[src/pkg/fprr_pkg.sv]
// Purpose: Shared constants for the fan PWM rate, span and ramp block
// Assumes: 100 MHz reference clock, Wishbone word index = byte address / 4
// Notes:   Index values are register indices, byte address is four times the index
package fprr_pkg;
  // Clock and timing
  localparam longint unsigned CLK_HZ          = 64'd100_000_000;
  localparam longint unsigned RAMP_SWEEP_A_MS = 64'd37_500;
  localparam longint unsigned RAMP_SWEEP_B_MS = 64'd52_200;
  localparam longint unsigned DUTY_STEPS      = 64'd255;
  localparam longint unsigned SLOT_CYC_A      = RAMP_SWEEP_A_MS * (CLK_HZ / 64'd1000) / DUTY_STEPS;
  localparam longint unsigned SLOT_CYC_B      = RAMP_SWEEP_B_MS * (CLK_HZ / 64'd1000) / DUTY_STEPS;
  localparam int unsigned     SLOW_FACTOR     = 4;
  localparam int unsigned     HF_PRESCALE     = 16;

  // Register indices
  localparam logic [7:0] IDX_SPAN_FREQ1 = 8'h5F;
  localparam logic [7:0] IDX_SPAN_FREQ2 = 8'h60;
  localparam logic [7:0] IDX_SPAN_FREQ3 = 8'h61;
  localparam logic [7:0] IDX_RAMP_ONE   = 8'h62;
  localparam logic [7:0] IDX_CONFIG_SIX = 8'h10;
  localparam logic [7:0] IDX_CONFIG_ONE = 8'h40;
  localparam logic [7:0] IDX_RAMP_STAT  = 8'h30;

  // Reset values
  localparam logic [7:0] RST_SPAN_PWM_RATE_SELECT  = 8'hC4;
  localparam logic [7:0] RST_RAMP_ONE   = 8'h00;
  localparam logic [7:0] RST_CONFIG     = 8'h00;

  // Field positions
  localparam int unsigned FLD_RATE_LSB   = 0;
  localparam int unsigned FLD_BAND_BIT   = 3;
  localparam int unsigned FLD_SPAN_LSB   = 4;
  localparam int unsigned FLD_RAMP_LSB   = 0;
  localparam int unsigned FLD_RAMP_EN    = 3;
  localparam int unsigned FLD_LOCK_BIT   = 1;
  localparam int unsigned FLD_SLOW_LSB   = 0;
  localparam int unsigned FLD_SLOT_MODE  = 7;

  // Reserved codes and the neighbours they fall back to
  localparam logic [2:0] RATE_RESERVED  = 3'h6;
  localparam logic [2:0] RATE_FALLBACK  = 3'h5;
  localparam logic [3:0] SPAN_RESERVED  = 4'h6;
  localparam logic [3:0] SPAN_FALLBACK  = 4'h5;

  // Low-frequency rates in centihertz, indexed by rate code
  localparam longint unsigned LF_CHZ [0:7] = '{
    64'd1100, 64'd1470, 64'd2210, 64'd2940, 64'd3530, 64'd5880, 64'd5880, 64'd8820};

  // Duty step per time slot, indexed by ramp code
  localparam logic [7:0] RAMP_STEP [0:7] = '{
    8'h01, 8'h02, 8'h03, 8'h04, 8'h08, 8'h0C, 8'h18, 8'h30};

  function automatic logic [23:0] lf_prescale(input int unsigned code);
    lf_prescale = 24'(CLK_HZ * 64'd100 / (LF_CHZ[code] * 64'd256));
  endfunction
endpackage

[src/design/fprr_top.sv]
// Purpose: Three fan PWM channels with rate, band and span settings and a
//          duty ramp limiter on channel 1, behind a classic Wishbone slave
// Assumes: Duty targets come from logic on the same clock; 8-bit duty, 255 = 100%
// Notes:   Notes on behaviour
// Notes on behaviour
// - Rate code picks low-frequency PWM rate
// - Rate code ignored in high-frequency band
// - Rate code resets to 100, 35.3 Hz
// - Bit 3 selects high or low band
// - Bits 7:4 hold the control span
// - Lock bit makes span registers read-only
// - Three-bit ramp code limits channel 1 slew
// - Ramp steps duty toward target gradually
// - Ramp steps 1..48 per slot, normal slot
// - Slow-down bit stretches ramp slot four times
`timescale 1ns/10ps
module fprr_top #(
  parameter logic [31:0] SLOT_CYC_A = 32'(fprr_pkg::SLOT_CYC_A),
  parameter logic [31:0] SLOT_CYC_B = 32'(fprr_pkg::SLOT_CYC_B),
  parameter logic [23:0] LF_PRE0    = fprr_pkg::lf_prescale(0),
  parameter logic [23:0] LF_PRE1    = fprr_pkg::lf_prescale(1),
  parameter logic [23:0] LF_PRE2    = fprr_pkg::lf_prescale(2),
  parameter logic [23:0] LF_PRE3    = fprr_pkg::lf_prescale(3),
  parameter logic [23:0] LF_PRE4    = fprr_pkg::lf_prescale(4),
  parameter logic [23:0] LF_PRE5    = fprr_pkg::lf_prescale(5),
  parameter logic [23:0] LF_PRE7    = fprr_pkg::lf_prescale(7),
  parameter logic [23:0] HF_PRE     = 24'(fprr_pkg::HF_PRESCALE)
) (
  // Clock and reset
  input  wire logic        I_REF_CLK,
  input  wire logic        I_RST_N,
  // Wishbone slave
  input  wire logic        I_WB_CYC,
  input  wire logic        I_WB_STB,
  input  wire logic        I_WB_WE,
  input  wire logic [9:0]  I_WB_ADR,
  input  wire logic [3:0]  I_WB_SEL,
  input  wire logic [31:0] I_WB_DAT,
  output logic      [31:0] O_WB_DAT,
  output logic             O_WB_ACK,
  // Duty targets from the control loop
  input  wire logic [7:0]  I_DUTY1,
  input  wire logic [7:0]  I_DUTY2,
  input  wire logic [7:0]  I_DUTY3,
  // Fan drive and span settings
  output logic      [2:0]  O_FAN_DRIVE_CHANNEL,
  output logic      [3:0]  O_SPAN1,
  output logic      [3:0]  O_SPAN2,
  output logic      [3:0]  O_SPAN3,
  output logic      [7:0]  O_DUTY1_APPLIED
);

  logic [7:0]  span_pwm_rate_select_reg [0:2];
  logic [7:0]  ramp_one_reg;
  logic [7:0]  config_six_reg;
  logic        lock_reg;
  logic        ack_reg;
  logic [31:0] rdat_reg;
  logic [7:0]  ramp_duty_reg;
  logic [31:0] slot_cnt_reg;
  logic [1:0]  slow_cnt_reg;
  logic [7:0]  duty_in [0:2];
  logic [7:0]  duty_eff [0:2];
  logic [23:0] lf_pre [0:7];
  logic        req;
  logic        wr_lane0;
  logic [7:0]  idx;
  logic        ramp_en;
  logic [2:0]  ramp_code;
  logic [7:0]  ramp_step;
  logic [31:0] slot_len;
  logic        slot_end;
  logic        slow_sel;

  assign lf_pre[0] = LF_PRE0;
  assign lf_pre[1] = LF_PRE1;
  assign lf_pre[2] = LF_PRE2;
  assign lf_pre[3] = LF_PRE3;
  assign lf_pre[4] = LF_PRE4;
  assign lf_pre[5] = LF_PRE5;
  assign lf_pre[6] = LF_PRE5;
  assign lf_pre[7] = LF_PRE7;

  assign duty_in[0] = I_DUTY1;
  assign duty_in[1] = I_DUTY2;
  assign duty_in[2] = I_DUTY3;

  // Bus decode; single-cycle ack, so a held request is answered once per cycle pair
  assign req      = I_WB_CYC && I_WB_STB && !ack_reg;
  assign wr_lane0 = req && I_WB_WE && I_WB_SEL[0];
  assign idx      = I_WB_ADR[9:2];

  always_ff @(posedge I_REF_CLK) begin
    if (!I_RST_N) begin
      ack_reg <= 1'b0;
    end else begin
      ack_reg <= req;
    end
  end

  always_ff @(posedge I_REF_CLK) begin
    if (!I_RST_N) begin
      rdat_reg <= 32'h0000_0000;
    end else if (req && !I_WB_WE) begin
      unique case (idx)
        fprr_pkg::IDX_SPAN_FREQ1: rdat_reg <= {24'h00_0000, span_pwm_rate_select_reg[0]};
        fprr_pkg::IDX_SPAN_FREQ2: rdat_reg <= {24'h00_0000, span_pwm_rate_select_reg[1]};
        fprr_pkg::IDX_SPAN_FREQ3: rdat_reg <= {24'h00_0000, span_pwm_rate_select_reg[2]};
        fprr_pkg::IDX_RAMP_ONE:   rdat_reg <= {24'h00_0000, ramp_one_reg};
        fprr_pkg::IDX_CONFIG_SIX: rdat_reg <= {24'h00_0000, config_six_reg};
        fprr_pkg::IDX_CONFIG_ONE: rdat_reg <= {30'h0000_0000, lock_reg, 1'b0};
        fprr_pkg::IDX_RAMP_STAT:  rdat_reg <= {24'h00_0000, ramp_duty_reg};
        default:                  rdat_reg <= 32'h0000_0000;
      endcase
    end
  end

  // Span and rate registers, frozen once the lock is set
  genvar g;
  generate
    for (g = 0; g < 3; g++) begin : g_span
      always_ff @(posedge I_REF_CLK) begin
        if (!I_RST_N) begin
          span_pwm_rate_select_reg[g] <= fprr_pkg::RST_SPAN_PWM_RATE_SELECT;
        end else if (wr_lane0 && !lock_reg
                     && idx == fprr_pkg::IDX_SPAN_FREQ1 + 8'(g)) begin
          span_pwm_rate_select_reg[g] <= I_WB_DAT[7:0];
        end
      end
    end
  endgenerate

  always_ff @(posedge I_REF_CLK) begin
    if (!I_RST_N) begin
      ramp_one_reg <= fprr_pkg::RST_RAMP_ONE;
    end else if (wr_lane0 && !lock_reg && idx == fprr_pkg::IDX_RAMP_ONE) begin
      ramp_one_reg <= I_WB_DAT[7:0];
    end
  end

  always_ff @(posedge I_REF_CLK) begin
    if (!I_RST_N) begin
      config_six_reg <= fprr_pkg::RST_CONFIG;
    end else if (wr_lane0 && idx == fprr_pkg::IDX_CONFIG_SIX) begin
      config_six_reg <= I_WB_DAT[7:0];
    end
  end

  // Lock is write-once; only reset clears it, so software cannot unfreeze
  always_ff @(posedge I_REF_CLK) begin
    if (!I_RST_N) begin
      lock_reg <= 1'b0;
    end else if (wr_lane0 && idx == fprr_pkg::IDX_CONFIG_ONE
                 && I_WB_DAT[fprr_pkg::FLD_LOCK_BIT]) begin
      lock_reg <= 1'b1;
    end
  end

  // Ramp limiter on channel 1
  assign ramp_en   = ramp_one_reg[fprr_pkg::FLD_RAMP_EN];
  assign ramp_code = ramp_one_reg[fprr_pkg::FLD_RAMP_LSB +: 3];
  assign ramp_step = fprr_pkg::RAMP_STEP[ramp_code];
  assign slot_len  = config_six_reg[fprr_pkg::FLD_SLOT_MODE] ? SLOT_CYC_B : SLOT_CYC_A;
  assign slow_sel  = config_six_reg[fprr_pkg::FLD_SLOW_LSB];
  assign slot_end  = (slot_cnt_reg >= slot_len - 32'h0000_0001);

  always_ff @(posedge I_REF_CLK) begin
    if (!I_RST_N) begin
      slot_cnt_reg <= 32'h0000_0000;
    end else if (slot_end) begin
      slot_cnt_reg <= 32'h0000_0000;
    end else begin
      slot_cnt_reg <= slot_cnt_reg + 32'h0000_0001;
    end
  end

  // Slow-down counts four slots per step
  always_ff @(posedge I_REF_CLK) begin
    if (!I_RST_N) begin
      slow_cnt_reg <= 2'h0;
    end else if (slot_end) begin
      slow_cnt_reg <= slow_cnt_reg + 2'h1;
    end
  end

  always_ff @(posedge I_REF_CLK) begin
    if (!I_RST_N) begin
      ramp_duty_reg <= 8'h00;
    end else if (!ramp_en) begin
      ramp_duty_reg <= I_DUTY1;
    end else if (slot_end && (!slow_sel || slow_cnt_reg == 2'h3)) begin
      if (I_DUTY1 > ramp_duty_reg) begin
        ramp_duty_reg <= (I_DUTY1 - ramp_duty_reg > ramp_step)
                         ? ramp_duty_reg + ramp_step : I_DUTY1;
      end else if (I_DUTY1 < ramp_duty_reg) begin
        ramp_duty_reg <= (ramp_duty_reg - I_DUTY1 > ramp_step)
                         ? ramp_duty_reg - ramp_step : I_DUTY1;
      end
    end
  end

  assign duty_eff[0] = ramp_en ? ramp_duty_reg : I_DUTY1;
  assign duty_eff[1] = I_DUTY2;
  assign duty_eff[2] = I_DUTY3;

  // PWM generators: a prescaler ticks an 8-bit phase counter
  generate
    for (g = 0; g < 3; g++) begin : g_pwm
      logic [23:0] pre_cnt_reg;
      logic [7:0]  phase_reg;
      logic        drive_reg;
      logic [2:0]  rate;
      logic [23:0] pre_len;
      assign rate    = span_pwm_rate_select_reg[g][fprr_pkg::FLD_RATE_LSB +: 3];
      assign pre_len = span_pwm_rate_select_reg[g][fprr_pkg::FLD_BAND_BIT]
                       ? HF_PRE : lf_pre[rate];
      always_ff @(posedge I_REF_CLK) begin
        if (!I_RST_N) begin
          pre_cnt_reg <= 24'h00_0000;
          phase_reg   <= 8'h00;
        end else if (pre_cnt_reg >= pre_len - 24'h00_0001) begin
          pre_cnt_reg <= 24'h00_0000;
          phase_reg   <= (phase_reg == 8'hFE) ? 8'h00 : phase_reg + 8'h01;
        end else begin
          pre_cnt_reg <= pre_cnt_reg + 24'h00_0001;
        end
      end
      // Period of 255 phases so that duty 255 is a steady high
      always_ff @(posedge I_REF_CLK) begin
        if (!I_RST_N) begin
          drive_reg <= 1'b0;
        end else begin
          drive_reg <= phase_reg < duty_eff[g];
        end
      end
      assign O_FAN_DRIVE_CHANNEL[g] = drive_reg;
    end
  endgenerate

  // Reserved span code reports as its neighbour
  function automatic logic [3:0] span_of(input logic [7:0] r);
    span_of = (r[7:4] == fprr_pkg::SPAN_RESERVED) ? fprr_pkg::SPAN_FALLBACK : r[7:4];
  endfunction

  assign O_SPAN1         = span_of(span_pwm_rate_select_reg[0]);
  assign O_SPAN2         = span_of(span_pwm_rate_select_reg[1]);
  assign O_SPAN3         = span_of(span_pwm_rate_select_reg[2]);
  assign O_DUTY1_APPLIED = ramp_duty_reg;
  assign O_WB_DAT        = rdat_reg;
  assign O_WB_ACK        = ack_reg;

endmodule

[config.mk]
export PLATFORM = sky130hd
export DESIGN_NAME = fprr_top
export DESIGN_NICKNAME = d
export VERILOG_FILES = /design/src/pkg/fprr_pkg.sv /design/src/design/fprr_top.sv
export SDC_FILE = /design/constraint.sdc
export NUM_CORES = 1
export LEC_CHECK = 0
export BUFFER_PORTS_ARGS = -buffer_cell sky130_fd_sc_hd__buf_2
export CAP_MARGIN = 15
export CORE_MARGIN = 4
export CORE_UTILIZATION = 40
export CTS_BUF_LIST = sky130_fd_sc_hd__clkbuf_8
export DETAILED_ROUTE_END_ITERATION = 7
export PLACE_DENSITY = 0.6
export SLEW_MARGIN = 20
export SYNTH_ARGS = -nofsm -noshare
export SYNTH_HDL_FRONTEND = slang
export SYNTH_SLANG_ARGS = --single-unit
[constraint.sdc]
create_clock -name I_REF_CLK -period 3.6 [get_ports I_REF_CLK]
set_input_delay 0.18 -clock I_REF_CLK [delete_from_list [all_inputs] [get_ports I_REF_CLK]]
set_output_delay 0.18 -clock I_REF_CLK [all_outputs]
set_load 0.01 [all_outputs]
[Word-level counts from Yosys, hierarchy flattened]
Memories as Yosys holds them, arrays and structs flattened.
Cells that the tools add are included.
Storage, ports and cells
  memory bits (writable): 24
  bits in latches: 0
  input bits: 75
  memory bits (read-only): 640
  memories: 5
  register bits after elaboration: 191
  output and inout bits: 56
  logic and storage cells: 140
Cells by class
  reduce and logical (&&, ||, !) cells: 24
  magnitude comparators: 15
  multipliers: 0
  bitwise gates (word level): 8
  eq/ne operators: 16
  shift operators: 0
  add/subtract/negate cells: 16
  divide/modulo/power cells: 0
  multiplexer cells: 39
Memory list
  (name not given): words 8, bits a word 24, rd ports 1, clocked after memory_dff 0, write ports 0, line fprr_top.sv:216  | ? HF_PRE : lf_pre[rate];
  (name not given): words 8, bits a word 24, rd ports 1, clocked after memory_dff 0, write ports 0, line fprr_top.sv:216
  (name not given): words 8, bits a word 24, rd ports 1, clocked after memory_dff 0, write ports 0, line fprr_top.sv:216
  (name not given): words 8, bits a word 8, rd ports 1, clocked after memory_dff 0, write ports 0, line fprr_top.sv:162  | assign ramp_step = fprr_pkg::RAMP_STEP[ramp_code];
  span_pwm_rate_select_reg: words 3, bits a word 8, rd ports 3, clocked after memory_dff 0, write ports 3, line fprr_top.sv:53  | logic [7:0] span_pwm_rate_select_reg [0:2];
Operators by type and width (number)
  $mux W24: 9
  $mux W8: 15
  $add A24 B1 Y24 const B: 3
  $ge A24 B24 Y1: 3
  $sub A24 B1 Y24 const B: 3
  $pmux W8 S7: 1
  $eq A8 B7 Y1 const B: 5
  $add A32 B1 Y32 const B: 1
  $ge A32 B32 Y1: 1
  $lt A8 B8 Y1: 4
  $sub A25 B1 Y26 const B: 1
  $mux W25: 1
  $add A8 B1 Y8 const B: 3
  $eq A8 B8 Y1 const B: 3
  $gt A8 B8 Y1: 3
  $sub A8 B8 Y8: 3
  $ge A4 B4 Y1 const B: 4
  $not A3 Y4: 4
  $logic_and A1 B1 Y1: 14
  $eq A4 B3 Y1 const B: 3
  $mux W4: 3
  $mux W1: 10
  $add A8 B8 Y8: 1
  $eq A8 B5 Y1 const B: 1
  11 further kinds: 19

[Logic depth before layout (Yosys ltp)]
Gate-level depths: netlist of the first run.
  depth in word-level cells: 10
  mapped depth: 22

[Worst setup path before layout of the first run]
No wires, ideal clock.
  kind: reg-to-reg
  start: mem span_pwm_rate_select_reg[1][0]
  end: reg g_pwm[1].pre_cnt_reg[15]
  period minus slack after synthesis: 4005 ps
  arrival: 3878 ps
  stages on the path, launching flop included: 21
  slack: -405 ps
  setup time: 128 ps
  path buffers: 3
  path through: edfxtp_1 inv_1 ha_1 clkbuf_1 inv_1 a21oi_1 o21ai_0 ha_1 nor2b_1 nand3_1 xor2_1 nand2_1 a21o_1 ha_1 o21ai_0 a211oi_1 a21oi_1 o211ai_1 clkbuf_1 buf_1 nor2_1
RTL lines
  from (decl): line fprr_top.sv:53
  to (signal assigned): line fprr_top.sv:225  | pre_cnt_reg <= pre_cnt_reg + 24'h00_0001;
  to (decl): line fprr_top.sv:209  | logic [23:0] pre_cnt_reg;

[Worst setup path in the final report of the first run]
  start: in I_DUTY1[1]
  end: reg ramp_duty_reg[2], in the netlist O_DUTY1_APPLIED[2]
On the way
  cells in the longest elaborated chain, start to end: 7
  elaborated cells between the ends (all ways): 14
  classes of those cells: 2 x add/sub; 4 x order compare; 1 x eq/ne; 6 x mux; 1 x reduce/logical
RTL lines
  from (decl): line fprr_top.sv:42  | input wire logic [7:0] I_DUTY1,
  $sub A8 B8 Y8: line fprr_top.sv:196  | ramp_duty_reg <= (ramp_duty_reg - I_DUTY1 > ramp_step)
  $gt A8 B8 Y1: line fprr_top.sv:196
  $mux W8: line fprr_top.sv:197  | ? ramp_duty_reg - ramp_step : I_DUTY1;
  $mux W8: line fprr_top.sv:195  | end else if (I_DUTY1 < ramp_duty_reg) begin
  $mux W8: line fprr_top.sv:192  | if (I_DUTY1 > ramp_duty_reg) begin
  $mux W8: line fprr_top.sv:191  | end else if (slot_end && (!slow_sel || slow_cnt_reg == 2'h3)) begin
  $mux W8: line fprr_top.sv:189  | end else if (!ramp_en) begin
  to (signal assigned): line fprr_top.sv:193  | ramp_duty_reg <= (I_DUTY1 - ramp_duty_reg > ramp_step)
  to (signal assigned): line fprr_top.sv:196
  to (decl): line fprr_top.sv:59  | logic [7:0] ramp_duty_reg;
Several ways; a longest one is shown, not always the timed one. The select of a mux whose other input is x is not followed.
A chain may end at the register's enable or synchronous reset.

==> impl_metrics.py, run 1 <==
metrics = {
    "cts": {
        "cts_num_sinks": 191,
        "clock_latency_ns": 0.48,
        "cts-root-buf": "clkbuf_8",
        "clock_path_buffers": 2,
        "cts_tree": "done",
        "htree_levels": 4,
        "cts_made_buffers": 17,
        "clkTransAtPathRegs_ns": 0.10,
    },
    "die": {
        "fp.dieW_um": 191,
        "floorplan.initialDensity_pct": 40.9,
        "die_h_um": 191,
        "fp.coreArea_sq_um": 32900,
        "ios": 131,
        "core.rowCount": 66,
        "dieArea_sq_um": 36600,
    },
    "synth": {
        "synth_top_area_share_pct": 24.9,
        "synth_edf_count": 24,
        "yosys-top-cells-area": "dfxtp_1, ha_1, nor2_1",
        "synth_area_leader_cell": "dfxtp_1",
        "synth-seq-cells": 191,
        "syn-cell-area_sq_um": 13400,
        "seq_area_frac_synth_pct": 30.2,
        "yosysWarningCount": 0,
        "synth.avg_cell_area_sq_um": 8.52,
        "synth_cells": 1579,
        "synth_cell_types": 77,
        "synthFlopType": "dfxtp_1",
        "synthArstFlopShare_pct": 0,
    },
    "place": {
        "place_ws_ns": -0.114,
        "place_area_sq_um": 14700,
        "hpwl_mm": 24.5,
        "place.gp.congestion": 0.876,
        "port_buffers": 77,
    },
    "worst_setup_path": {
        "path_buf_inv": 3,
        "cpMaxStageDelayCell": "dlygate4sd3_1",
        "rrSetupSlack_ns": 0.15,
        "path_class": "in -> reg",
        "start_kind": "input pin",
        "required_ns": 3.99,
        "critPathMaxFanout": 5,
        "arrival_ns": 3.86,
        "slowest_delay_ns": 0.53,
        "crit_chain": "dlygate4sd3_1 > buf_2 > inv_1 > ha_4 > nand3b_1 > nand2_1 > a21o_1 > a21oi_1 > xnor2_1 > ha_1 > a2111oi_0 > a21oi_1 > or4_4 > mux2_4 > o21ai_4 > nand2_4 > o221ai_2",
        "endpoint_kind": "flip-flop",
        "crit_path_frequent_cell": "a21oi_1",
        "critical-path-top-delay-family": "compound AO/OA/AOI/OAI gates",
    },
    "final_layout": {
        "final_cell_mix": "nor2_1, ha_1, dfxtp_1",
        "drive_gt1_share_pct": 16.5,
        "layout_commonest_cell": "nor2_1",
        "diodes": 0,
        "largest_reg_flops": 72,
        "fin_nets": 2002,
        "syn_to_final_growth_pct": 16.4,
        "final_util_pct": 47.6,
        "fin_area_sq_um": 15700,
        "fill_cells": 3262,
    },
    "routing": {
        "drc": 0,
        "dr.pass1.iters": 5,
        "routedWlPerCell_um": 14.6,
        "drtAntennaViolNets": 0,
        "vias": 11377,
        "vias_per_cell": 5.17,
        "drt_iter0_markers": 569,
        "wl_mm": 32.1,
    },
    "sta": {
        "whs_ns": 0.0238,
        "slew_headroom_pct": 28.6,
        "fmax_mhz": 288,
        "period_minus_slack_ns": 3.47,
        "finalClockSkew_ns": 0.0174,
        "tns_ns": 0,
        "setup_viol": 0,
        "tightest_slew_ns": 1.06,
        "slew_violations": 0,
        "period_share_pct": 96.5,
        "timing.final.ws_setup_ns": 0.127,
        "hold_viol_final": 0,
    },
    "grt": {
        "antenna_found_initial": 0,
        "grt_max_degree": 36,
        "first_global_vias": 10966,
        "grt_pass1_wl_mm": 52.9,
        "grt_use_total_pct": 17.4,
        "grt-ovfl-total": 0,
    },
    "power_and_ir_drop": {
        "ir_drop_v": 0.000299,
        "p_leak_uw": 0.00723,
        "p_per_area_nw_per_um2": 289,
    },
    "flow_run": {
        "maxCapViolCount": 0,
    },
    "status": {
        "status": "completed",
    },
    "min_path": {
        "hold_class": "in -> reg",
    },
}
## synth_stat cells, types with 32 or more instances
cell type	n
a21o_1	60
and3_1	32
clkbuf_1	36
a21oi_1	71
o21ai_0	42
nand3_1	66
xor2_1	59
inv_1	103
ha_1	178
xnor2_1	60
nand2_1	105
dfxtp_1	167
nor2_1	201
## cell families after synthesis
group                    share of synthesized area [%]
AO/OA/AOI/OAI                                     16.2
XOR/XNOR                                          7.75
adder cells (fa/ha/maj)                           17.2
buffers and inverters                             6.17
flip-flops                                        30.2
multiplexers                                      2.76
other                                           0.0558
AND/OR/NAND/NOR                                   19.6
## area by class of cell
class	count	area, sq um	share of cell area, %
inverters	103	387	2.47
repair buffers	172	1150	7.35
multi-input cells	1260	9060	57.9
flip-flops and latches	191	4070	26.0
well taps	442	553	3.53
clock buffers	18	248	1.58
clock inverters	14	180	1.15
## power by group
part | internal, uW | total, uW | leakage, uW | switching, uW
Sequential | 2180 | 2220 | 0.00157 | 36.0
Combinational | 341 | 754 | 0.00543 | 412
Clock | 720 | 1550 | 0.000217 | 829
## path summary, 6_finish.rpt
check / startpoint / to / depth (start not counted)
max: I_DUTY1[1] / O_DUTY1_APPLIED[2] / 17
min: I_WB_DAT[7] / ramp_one_reg[7] / 3
max reg2reg: O_DUTY1_APPLIED[0] / O_DUTY1_APPLIED[2] / 15
min reg2reg: slot_cnt_reg[0] / slot_cnt_reg[0] / 1
## per-stage QoR
stage	cells	power, uW
after detailed placement	2145	2950
final	2200	4520
after global placement	2145	2930
after floorplan	1631	2750
after CTS	2186	4510
after global routing	2200	4740
## tightest hold or removal path, stage by stage
cell     delay [ns]
buf_2          0.14
mux2i_1        0.08
nor2_1         0.07
## layer usage
| layer | GRT usage (%) | share of wire [%] | vias to the layer above | wire [um] |
|---|---|---|---|---|
| met2 | 28.9 | 46 | 180 | 14900 |
| met4 | 4.86 | 1.8 | 0 | 567 |
| met3 | 2.81 | 3.6 | 42 | 1160 |
| li1 | - | - | 5818 | - |
| met5 | 0 | 0 | - | 0 |
| met1 | 23.4 | 48 | 5337 | 15500 |
## what timing repair did
| action | in CTS | in global routing |
|---|---|---|
| setup endpoints to repair | 68 | 103 |
| endpoints found under the hold margin | 3 | 1 |
| gates resized for setup | 15 | 68 |
| pin swaps | 3 | 35 |
| buffers inserted | 5 | 12 |
| hold buffers | 4 | 1 |
| cloned | 0 | 1 |
Note: power is estimated with default switching activity, not from simulation.
==> run 2: changes to the inputs <==
- CORE_MARGIN: 4 -> 2
==> run 2 against run 1 <==
Worst hold slack better by 0.0046 ns. Power decreased by 3.7%. First-iteration DRC count grew 10%. Sequential power about the same. Largest cell class unchanged. Clock power shrank 10%. Sequential share of layout area up 0.34 points. Final area shrank 1.4%. Count of clock-buffer cells in the layout shrank 1. Combinational power shrank 0.5%.
==> impl_metrics.py, run 2 (same netlist as run 1, synthesis figures left out) <==
metrics = {
    "status": {
        "status": "completed",
    },
    "worst_setup_path": {
        "cpMaxStageDelayCell": "or4_4",
        "crit_path_frequent_cell": "a21oi_1",
        "path_class": "reg -> reg",
        "worst_r2r_endpoint": "O_DUTY1_APPLIED[0]",
        "required_ns": 3.98,
        "critPathMaxFanout": 4,
        "endpoint_kind": "flip-flop",
        "slowest_delay_ns": 0.54,
        "startpoint": "O_DUTY1_APPLIED[0]",
        "endpoint": "O_DUTY1_APPLIED[0]",
        "crit_chain": "ha_2 > inv_1 > fa_2 > a21o_1 > a21oi_2 > xnor2_1 > ha_1 > nand3_2 > o21bai_4 > a31oi_4 > or4_4 > mux2_4 > buf_4 > a21oi_1 > a31o_1 > a21oi_1",
        "r2r-start": "O_DUTY1_APPLIED[0]",
        "start_kind": "flip-flop",
        "arrival_ns": 3.85,
        "rrSetupSlack_ns": 0.14,
        "rr_worst_depth": 16,
    },
    "place": {
        "port_buffers": 77,
        "place_area_sq_um": 14600,
        "place_inst": 2141,
        "hpwl_mm": 24.2,
        "place.gp.congestion": 0.861,
    },
    "sta": {
        "slew_headroom_pct": 26.6,
        "whs_ns": 0.0284,
        "hold_viol_final": 0,
        "slew_violations": 0,
        "period_minus_slack_ns": 3.46,
        "tightest_slew_ns": 1.09,
        "finalClockSkew_ns": 0.0214,
        "setup_viol": 0,
        "period_share_pct": 96.2,
        "fmax_mhz": 289,
    },
    "cts": {
        "clock_path_buffers": 2,
        "clkTransAtPathRegs_ns": 0.11,
        "htree_levels": 4,
        "cts_num_sinks": 191,
        "cts-root-buf": "clkbuf_8",
        "cts_tree": "done",
        "clock_latency_ns": 0.48,
        "cts_made_buffers": 17,
    },
    "die": {
        "core.rowCount": 67,
        "ios": 131,
        "fp.coreArea_sq_um": 33300,
        "floorplan.initialDensity_pct": 40.4,
        "die_h_um": 187,
        "dieArea_sq_um": 35100,
        "fp.dieW_um": 187,
    },
    "final_layout": {
        "fill_cells": 3316,
        "final_cells": 2191,
        "fin_nets": 1984,
        "syn_to_final_growth_pct": 14.8,
        "drive_gt1_share_pct": 15.1,
        "final_cell_mix": "nor2_1, ha_1, dfxtp_1",
        "fin_area_sq_um": 15400,
        "layout_commonest_cell": "nor2_1",
        "largest_reg_flops": 72,
    },
    "power_and_ir_drop": {
        "p_leak_uw": 0.00712,
        "ir_drop_v": 0.000222,
        "p_per_area_nw_per_um2": 282,
    },
    "grt": {
        "grt_use_total_pct": 18.1,
        "grt_pass1_wl_mm": 52.8,
        "first_global_vias": 10719,
        "antenna_found_initial": 4,
        "grt_max_degree": 35,
        "grt-ovfl-total": 0,
    },
    "routing": {
        "vias": 11357,
        "wl_met2_mm": 14.5,
        "dr.pass1.iters": 5,
        "vias_per_cell": 5.18,
        "top_layer_used": "met5",
        "drtAntennaViolNets": 0,
        "routedWlPerCell_um": 14.4,
        "wl_met3_mm": 1.33,
        "wl_mm": 31.6,
        "drt_iter0_markers": 626,
        "drc": 0,
        "met1_length_mm": 15.2,
    },
    "flow_run": {
        "maxCapViolCount": 0,
    },
    "min_path": {
        "hold_class": "in -> reg",
    },
}
## run 2: changes by cell type in the layout (fill, tap and decap cells not counted), moves of 3 or more
cell and change:
buf_4 -13, buf_6 -5, clkinv_2 +3, diode_2 +3, ha_1 +3, inv_1 +5, inv_2 -3, inv_4 -3
o21ai_1 +4, o21ai_2 -3, o221ai_1 +3
## run 2: final cells by class
type,count,area [sq um],area share [%]
Timing Repair Buffer,154,1000,6.51
Clock inverter,15,135,0.875
Antenna cell,3,7.51,0.0486
Clock buffer,17,234,1.52
Multi-Input combinational cell,1260,9040,58.6
Inverter,103,387,2.50
Tap cell,448,561,3.63
Sequential cell,191,4070,26.4
## run 2: routing by layer
layer | global-route usage [%] | up-vias
met2 | 29.6 | 205
li1 | - | 5797
met3 | 3.34 | 41
met1 | 24.3 | 5312
met5 | 0 | -
met4 | 5.46 | 2
## run 2: per-stage QoR
stage / setup slack, ns / setup TNS, ns / total power (uW) / utilization, %
final: 0.137 / 0 / 4360 / 46.4
after global routing: -0.0354 / -0.249 / 4590 / 46.4
after CTS: 0.00346 / 0 / 4340 / 45.4
after detailed placement: -0.105 / -2.21 / 2930 / 44.0
after global placement: -0.0578 / -0.855 / 2920 / 44.0
after floorplan: 0.00256 / 0 / 2750 / -
## run 2: timing repair
action	CTS	global route
resized for setup	8	62
buffers inserted	2	8
pin swaps	2	30
hold endpoints to repair	6	0
setup endpoints to repair	54	104
hold buffers	5	0
## run 2: where the power goes
group | internal, uW | switching (uW) | leakage, uW | total, uW
clock | 559 | 830 | 0.000197 | 1390
sequential | 2180 | 34.3 | 0.00157 | 2220
combinational | 335 | 415 | 0.00535 | 750
## run 2: worst min path at each step
stage	slack (ns)	startpoint	cells past startpoint	end
after floorplan	0.32	I_WB_DAT[0]	2	config_six_reg[0]
after global placement	0.46	slot_cnt_reg[0]	1	slot_cnt_reg[0]
after detailed placement	0.48	g_pwm[2].pre_cnt_reg[0]	1	g_pwm[2].pre_cnt_reg[0]
after CTS	0.002	I_WB_DAT[2]	3	ramp_one_reg[2]
after global routing	0.02	I_WB_DAT[5]	3	ramp_one_reg[5]
final	0.03	I_WB_DAT[4]	3	config_six_reg[4]
## run 2: critical path, delay by kind of cell, from the launching register on
family | cells | cell delay, ns
AND/OR/NAND/NOR | 2 | 0.63
adder cells (fa/ha/maj) | 3 | 0.86
XOR/XNOR | 1 | 0.09
flip-flops | 1 | 0.38
buffers and inverters | 2 | 0.20
multiplexers | 1 | 0.33
AO/OA/AOI/OAI | 7 | 0.87
